### src/core/home_search_map.vh
`ifndef HOME_SEARCH_MAP_VH
`define HOME_SEARCH_MAP_VH
// Clock rate in Hz
`define CLK_HZ 25000000
// Speed in pulses per second, time in milliseconds
`define DEF_START_PPS 4000
`define DEF_DRIVE_PPS 40000
`define DEF_SLOW_PPS 4000
`define DEF_ACCEL_MS 500
`define DEF_OFFSET 100
// Width of speed and offset fields
`define SPD_W 19
`define OFS_W 32
// Sensor select codes
`define SENSOR_HOME 1'b0
`define SENSOR_LIMIT 1'b1
// Direction codes
`define DIR_PLUS 1'b1
`define DIR_MINUS 1'b0
// Status error codes
`define ERR_NONE 2'h0
`define ERR_SEARCH 2'h1
`define ERR_LIMIT 2'h2
`endif

### src/core/home_search_sequencer.v
`timescale 1ns/1ps
`include "home_search_map.vh"
module home_search_sequencer #(
    parameter CLK_HZ = `CLK_HZ,
    parameter OFS_W = `OFS_W
) (
    // Clock and reset
    input wire mclk,
    input wire srst,
    // Command
    input wire start,
    // Configuration
    input wire sensor_sel,
    input wire home_active_high,
    input wire index_active_high,
    input wire limit_active_high,
    input wire [3:0] step_enable,
    input wire dir_step12,
    input wire dir_step3,
    input wire position_clear_en,
    input wire trapezoid_with_start_speed,
    input wire [`SPD_W-1:0] start_pps,
    input wire [`SPD_W-1:0] drive_pps,
    input wire [13:0] accel_ms,
    input wire [`SPD_W-1:0] slow_pps,
    input wire signed [OFS_W-1:0] offset,
    // Sensor pins
    input wire home_pin,
    input wire encoder_index_input,
    input wire limit_plus_pin,
    input wire limit_minus_pin,
    // Drive stage
    output reg drive_pulse,
    output reg drive_dir,
    // Status
    output reg busy,
    output reg done,
    output reg search_error,
    output reg [1:0] error_code,
    output reg soft_limit_inhibit,
    output reg position_clear
);
    localparam S_IDLE = 4'h0;
    localparam S_NEXT = 4'h1;
    localparam S_S1 = 4'h2;
    localparam S_S2_ESC = 4'h3;
    localparam S_S2_SRCH = 4'h4;
    localparam S_S3 = 4'h5;
    localparam S_S4 = 4'h6;
    localparam S_STOP = 4'h7;
    localparam S_END = 4'h8;

    reg [3:0] state;
    reg [2:0] step_no;
    reg [2:0] after_stop;
    reg [OFS_W-1:0] remain;
    reg run;
    reg ramp;
    reg halt;
    reg [`SPD_W-1:0] cur_pps;
    reg [2:0] home_s;
    reg [2:0] index_s;
    reg [2:0] lp_s;
    reg [2:0] lm_s;
    reg home_q;
    reg index_q;
    reg lp_q;
    reg lm_q;
    wire step;
    wire stopped;
    wire home_act;
    wire index_act;
    wire limit_fwd;
    wire detect;

    // Three-stage sampling; value updates once stages two and three agree
    always @(posedge mclk) begin
        if (srst) begin
            home_s <= 3'h0;
            index_s <= 3'h0;
            lp_s <= 3'h0;
            lm_s <= 3'h0;
            home_q <= 1'b0;
            index_q <= 1'b0;
            lp_q <= 1'b0;
            lm_q <= 1'b0;
        end else begin
            home_s <= {home_s[1:0], home_pin};
            index_s <= {index_s[1:0], encoder_index_input};
            lp_s <= {lp_s[1:0], limit_plus_pin};
            lm_s <= {lm_s[1:0], limit_minus_pin};
            if (home_s[1] == home_s[2])
                home_q <= home_s[2];
            if (index_s[1] == index_s[2])
                index_q <= index_s[2];
            if (lp_s[1] == lp_s[2])
                lp_q <= lp_s[2];
            if (lm_s[1] == lm_s[2])
                lm_q <= lm_s[2];
        end
    end

    assign home_act = home_q ~^ home_active_high;
    assign index_act = index_q ~^ index_active_high;
    // Limit on the side toward which the axis currently moves
    assign limit_fwd = (drive_dir == `DIR_PLUS ? lp_q : lm_q)
        ~^ limit_active_high;
    // Detector is the search-side limit when limit is selected
    assign detect = (sensor_sel == `SENSOR_LIMIT) ?
        ((dir_step12 == `DIR_PLUS ? lp_q : lm_q) ~^ limit_active_high) :
        home_act;

    pulse_rate_gen #(.CLK_HZ(CLK_HZ)) u_rate (
        .mclk(mclk),
        .srst(srst),
        .run(run),
        .ramp(ramp),
        .halt(halt),
        .start_pps(start_pps),
        .drive_pps(ramp ? drive_pps : cur_pps),
        .accel_ms(accel_ms),
        .step(step),
        .stopped(stopped)
    );

    always @(posedge mclk) begin
        if (srst) begin
            state <= S_IDLE;
            step_no <= 3'h0;
            after_stop <= 3'h0;
            remain <= {OFS_W{1'b0}};
            run <= 1'b0;
            ramp <= 1'b0;
            halt <= 1'b0;
            cur_pps <= {`SPD_W{1'b0}};
            drive_pulse <= 1'b0;
            drive_dir <= `DIR_MINUS;
            busy <= 1'b0;
            done <= 1'b0;
            search_error <= 1'b0;
            error_code <= `ERR_NONE;
            soft_limit_inhibit <= 1'b0;
            position_clear <= 1'b0;
        end else begin
            drive_pulse <= run && step && !stopped;
            position_clear <= 1'b0;
            done <= 1'b0;
            case (state)
                S_IDLE: begin
                    run <= 1'b0;
                    halt <= 1'b0;
                    if (start) begin
                        busy <= 1'b1;
                        soft_limit_inhibit <= 1'b1;
                        search_error <= 1'b0;
                        error_code <= `ERR_NONE;
                        step_no <= 3'h0;
                        state <= S_NEXT;
                    end
                end
                S_NEXT: begin
                    // Skip disabled steps
                    if (step_no == 3'h4) begin
                        state <= S_END;
                    end else if (!step_enable[step_no[1:0]]) begin
                        step_no <= step_no + 3'h1;
                    end else begin
                        halt <= 1'b0;
                        run <= 1'b1;
                        case (step_no)
                            3'h0: begin
                                ramp <= trapezoid_with_start_speed;
                                cur_pps <= drive_pps;
                                drive_dir <= dir_step12;
                                state <= S_S1;
                            end
                            3'h1: begin
                                ramp <= 1'b0;
                                cur_pps <= slow_pps;
                                if (detect) begin
                                    drive_dir <= ~dir_step12;
                                    state <= S_S2_ESC;
                                end else begin
                                    drive_dir <= dir_step12;
                                    state <= S_S2_SRCH;
                                end
                            end
                            3'h2: begin
                                ramp <= 1'b0;
                                cur_pps <= slow_pps;
                                drive_dir <= dir_step3;
                                // Index active at entry: error
                                if (index_act) begin
                                    run <= 1'b0;
                                    error_code <= `ERR_SEARCH;
                                    state <= S_END;
                                end else begin
                                    state <= S_S3;
                                end
                            end
                            default: begin
                                ramp <= trapezoid_with_start_speed;
                                cur_pps <= drive_pps;
                                // Sign picks direction, magnitude is the count
                                drive_dir <= offset[OFS_W-1] ?
                                    `DIR_MINUS : `DIR_PLUS;
                                remain <= offset[OFS_W-1] ?
                                    (~offset + 1'b1) : offset;
                                state <= S_S4;
                            end
                        endcase
                    end
                end
                S_S1: begin
                    if (detect) begin
                        halt <= 1'b1;
                        after_stop <= 3'h1;
                        state <= S_STOP;
                    end else if (sensor_sel == `SENSOR_HOME && limit_fwd) begin
                        run <= 1'b0;
                        error_code <= `ERR_LIMIT;
                        state <= S_END;
                    end
                end
                S_S2_ESC: begin
                    if (!detect) begin
                        drive_dir <= dir_step12;
                        state <= S_S2_SRCH;
                    end
                end
                S_S2_SRCH: begin
                    if (detect) begin
                        run <= 1'b0;
                        step_no <= 3'h2;
                        state <= S_NEXT;
                    end else if (sensor_sel == `SENSOR_HOME && limit_fwd) begin
                        run <= 1'b0;
                        error_code <= `ERR_LIMIT;
                        state <= S_END;
                    end
                end
                S_S3: begin
                    if (limit_fwd) begin
                        run <= 1'b0;
                        error_code <= `ERR_LIMIT;
                        state <= S_END;
                    end else if (index_act) begin
                        run <= 1'b0;
                        step_no <= 3'h3;
                        state <= S_NEXT;
                    end
                end
                S_S4: begin
                    if (remain == {OFS_W{1'b0}}) begin
                        run <= 1'b0;
                        step_no <= 3'h4;
                        state <= S_NEXT;
                    end else if (drive_pulse) begin
                        remain <= remain - 1'b1;
                    end
                end
                S_STOP: begin
                    // Stop, decelerating only when ramp is set, finishes once the generator idles
                    if (stopped) begin
                        run <= 1'b0;
                        step_no <= after_stop;
                        state <= S_NEXT;
                    end
                end
                S_END: begin
                    busy <= 1'b0;
                    soft_limit_inhibit <= 1'b0;
                    run <= 1'b0;
                    done <= 1'b1;
                    if (error_code != `ERR_NONE)
                        search_error <= 1'b1;
                    else if (position_clear_en)
                        position_clear <= 1'b1;
                    state <= S_IDLE;
                end
                default: state <= S_IDLE;
            endcase
        end
    end
endmodule // home_search_sequencer

### src/core/pulse_rate_gen.v
`timescale 1ns/1ps
`include "home_search_map.vh"
// Ramping step-rate generator: one-cycle step enable at the current speed.
module pulse_rate_gen #(
    parameter CLK_HZ = `CLK_HZ
) (
    // Clock and reset
    input wire mclk,
    input wire srst,
    // Control
    input wire run,
    input wire ramp,
    input wire halt,
    input wire [`SPD_W-1:0] start_pps,
    input wire [`SPD_W-1:0] drive_pps,
    input wire [13:0] accel_ms,
    // Outputs
    output reg step,
    output reg stopped
);
    reg [31:0] phase;
    reg [31:0] ramp_acc;
    reg [`SPD_W-1:0] speed;
    wire [31:0] span;
    wire [31:0] per_ms;
    wire [31:0] next_phase;
    wire [`SPD_W-1:0] rate;
    assign span = {13'h0000, drive_pps} - {13'h0000, start_pps};
    // Constant-speed moves follow the speed input at once, no stale speed
    assign rate = ramp ? speed : drive_pps;
    // Speed step every ms-fraction: rise of span over accel_ms milliseconds
    assign per_ms = CLK_HZ / 1000;
    assign next_phase = phase + {13'h0000, rate};
    always @(posedge mclk) begin
        if (srst) begin
            phase <= 32'h00000000;
            ramp_acc <= 32'h00000000;
            speed <= {`SPD_W{1'b0}};
            step <= 1'b0;
            stopped <= 1'b1;
        end else if (!run) begin
            phase <= 32'h00000000;
            ramp_acc <= 32'h00000000;
            speed <= start_pps;
            step <= 1'b0;
            stopped <= 1'b1;
        end else begin
            stopped <= 1'b0;
            if (next_phase >= CLK_HZ) begin
                phase <= next_phase - CLK_HZ;
                step <= 1'b1;
            end else begin
                phase <= next_phase;
                step <= 1'b0;
            end
            // Change speed by one pps each time the accumulator wraps;
            // trades ramp smoothness for a single adder
            if (ramp) begin
                if (ramp_acc + span >= per_ms * {18'h00000, accel_ms}) begin
                    ramp_acc <= ramp_acc + span - per_ms * {18'h00000, accel_ms};
                    if (halt && speed > start_pps)
                        speed <= speed - 1'b1;
                    else if (!halt && speed < drive_pps)
                        speed <= speed + 1'b1;
                end else begin
                    ramp_acc <= ramp_acc + span;
                end
                if (halt && speed <= start_pps)
                    stopped <= 1'b1;
            end else if (halt) begin
                stopped <= 1'b1;
            end
        end
    end
endmodule // pulse_rate_gen

### config.mk
export PLATFORM = sky130hd
export DESIGN_NAME = home_search_sequencer
export DESIGN_NICKNAME = d
export VERILOG_FILES = /design/src/core/home_search_sequencer.v /design/src/core/pulse_rate_gen.v
export VERILOG_INCLUDE_DIRS = /design/src /design/src/core
export SDC_FILE = /design/constraint.sdc
export NUM_CORES = 1
export LEC_CHECK = 0
export BUFFER_PORTS_ARGS = -buffer_cell sky130_fd_sc_hd__buf_2
export CAP_MARGIN = 20
export CORE_UTILIZATION = 44
export CTS_CLUSTER_DIAMETER = 150
export DETAILED_ROUTE_END_ITERATION = 10
export SLEW_MARGIN = 10
export SYNTH_ARGS = -nofsm -noshare
export SYNTH_HDL_FRONTEND = slang
export SYNTH_SLANG_ARGS = --single-unit
### constraint.sdc
create_clock -name mclk -period 7.9 [get_ports mclk]
set_input_delay 1.58 -clock mclk [delete_from_list [all_inputs] [get_ports mclk]]
set_output_delay 1.58 -clock mclk [all_outputs]
set_load 0.03 [all_outputs]
==> out/metrics.yaml <==
layout.cells.non_filler: 3251
worst_ep_required_time_ns: 8.30
vias_per_cell: 5.57
ys_ff_latch: 171
cts_max_path_buffers: 2
hold_class: "reg2reg"
p_seq_share_pct: 12.0
synth-compound-area-share_pct: 24.5
maxCapViolCount: 0
port_buffers: 130
htreeDepth: 4
synth_area_sq_um: 18900
power_density_nw_per_um2: 410
grt_first_pass_wirelength_um: 84800
holdWs_ns: 0.442
synth_mux_area_share_pct: 3.02
nNetsFinal: 3113
dp_hpwl_um: 39900
routed_wirelength_um: 51000
ios: 131
cp-start-kind: "input port"
max_freq_mhz: 131
rsz0062_at_grt: "true"
slew_viol_final: 0
cts_tree: "built"
tightest_slew_ns: 0.967
syn_nets: 2884
dp.cells: 3200
route.detailed.drc: 0
n_fill_cell: 4097
rr_startpoint: "ramp"
synth_edf_count: 0
area_growth_pct: 16.7
cts_buffers: 17
outcome: "complete, no violations"
yosys_warnings: 0
peakVddDrop_mv: 0.469
start_util_pct: 44.9
path_clk_slew_ns: 0.08
post-route-period-util_pct: 96.3
finalPower_w: 0.00905
async_flop_share_pct: 0
slew_headroom_pct: 35.4
clk_latency_ns: 0.47
fin_crit_ns: 7.61
cts_num_sinks: 171
place_ws_ns: -0.609
setup_tns_ns: 0
slowest_delay_ns: 0.52
path_class: "in2reg"
intPower_w: 0.00477
seq_area_frac_synth_pct: 18.1
grt_antenna_before_repair: 1
overflow: 0
combPwrFrac_pct: 78.1
synth_xor_area_share_pct: 8.25
cp.arrival_ns: 8.01
skew_ns: 0.0163
swShare_pct: 47.3
syn_avg_cell_area_sq_um: 7.65
synth_fa_ha_area_share_pct: 21.0
die_w_um: 209
wire_per_inst_um: 15.7
cp-startpoint: "accel_ms[1]"
drt_iter0_drc: 908
p_sw_w: 0.00428
row_count: 75
drive_gt1_share_pct: 15.8
yosys.area_share.simple_pct: 19.0
die_height_um: 209
cp-end-kind: "register"
p_leak_nw: 10.4
drtAntennaViolNets: 0
antenna_cells: 0
dr.pass1.iters: 5
die_area_sq_um: 43800
first_global_vias: 17500
finalWorstSetupSlack_ns: 0.289
grt_start_max_net_pins: 86
postSynthCellCount: 2470
cts_root_buf: "clkbuf_16"
synthFlopType: "dfxtp_1"
vias: 18100
holdCritStartpoint: "home_s[0]"
cpMaxStageDelayCell: "fa_1"
synth_top_family_by_area: "compound AO/OA/AOI/OAI gates"
clock_power_share_pct: 10.0
core_sq_um: 42100
grtUsageTotal_pct: 23.4
finalSetupViolCount: 0
place_congestion: 0.907
worstPathMaxFanout: 4
hold_viol: 0
ys_types: 88
[stage by stage]
stage          util [%]  area (sq um)
3_5_place_dp       49.9         21000
2_1_floorplan         -         18900
3_3_place_gp       49.9         21000
6_report           52.4         22100
4_1_cts            51.4         21700
5_1_grt            52.4         22100
[critical path: cells and delay by family]
kind / cells / cell delay (ns)
adders and majority gates: 7 / 2.41
AOI/OAI and AO/OA: 13 / 2.14
and+or+nand+nor: 5 / 1.14
buffers and inverters: 5 / 0.46
xor gates and xnor gates: 1 / 0.28
[power by group through the flow]
stage / sequential [W] / clock (W) / combinational [W]
global placement: 0.00110 / 0 / 0.00660
CTS: 0.00108 / 0.000928 / 0.00673
detailed placement: 0.00110 / 0 / 0.00669
global route: 0.00110 / 0.000963 / 0.00791
floorplan: 0.00106 / 0 / 0.00465
finish: 0.00108 / 0.000904 / 0.00706
[sequential cells by signal, summed over array words and instances (netlist names), 2 cells and up]
signal	count
home_s	3
cur_pps	19
step_no	3
u_rate.phase	32
error_code	2
u_rate.ramp_acc	32
lm_s	3
index_s	3
remain	32
lp_s	3
state	4
u_rate.speed	19
[layout make-up]
| cell class | instances | area [sq um] | area share [%] |
|---|---|---|---|
| clock inverter | 13 | 141 | 0.641 |
| tap | 539 | 674 | 3.06 |
| inverter | 207 | 777 | 3.52 |
| timing repair buffer | 302 | 1990 | 9.00 |
| sequential | 171 | 3430 | 15.5 |
| multi-input combinational | 2000 | 14600 | 66.1 |
| clock buffer | 19 | 464 | 2.10 |
[cells by family after synthesis]
family                     count (synthesis)
and+or+nand+nor                          749
AOI/OAI and AO/OA                        726
buffers and inverters                    299
adders and majority gates                292
xor gates and xnor gates                 178
DFF                                      171
muxes                                     55
[Yosys cell counts, types with 54 or more instances]
master	n	area, sq um
xor2_1	64	561
nand2_1	212	796
clkbuf_1	74	278
nor3_1	54	270
a211oi_1	64	480
nor2_1	214	803
inv_1	207	777
o21ai_0	179	896
dfxtp_1	171	3420
a21o_1	60	450
xnor2_1	114	998
ha_1	251	3140
a21oi_1	203	1020
[worst paths after layout]
| kind | to | slack [ns] | cells past startpoint |
|---|---|---|---|
| setup / recovery | u_rate.ramp_acc[31] | 0.29 | 31 |
| hold / removal | home_s[1] | 0.44 | 1 |
| setup reg to reg | u_rate.speed[1] | 0.61 | 37 |
| hold reg to reg | home_s[1] | 0.44 | 1 |
[what timing repair did]
| item | 4_1_cts | 5_1_grt |
|---|---|---|
| setup endpoints to repair | 38 | 48 |
| resized for setup | 3 | 69 |
| hold buffers | 0 | 0 |
| cloned | 0 | 1 |
| setup buffers | 0 | 18 |
| pin swaps | 0 | 63 |
[layer usage]
layer  up-vias  track usage [%]  share of wire (%)
li1       9233                -                  -
met1      8472             30.9                 47
met2       354             39.9                 47
met3        58             3.31                3.8
met4         2             6.31                1.7
met5         -                0              0.020
[layout by cell type (no fill, tap or decap), types with 21 or more instances in the layout]
cell type	n
buf_4	168
o21ai_0	168
or3_1	32
nor2b_1	31
dfxtp_1	170
nand3_1	46
mux2i_1	45
xnor2_1	111
o21a_1	24
ha_1	249
a21oi_1	191
buf_2	129
a21o_1	60
nor3_1	52
fa_1	40
o21ai_1	22
inv_1	206
and2_1	22
nand2b_1	28
a211oi_1	61
and3_1	21
nor2_1	209
o21bai_1	23
nand2_1	210
xor2_1	62
Power figures use the tool's default switching activity.
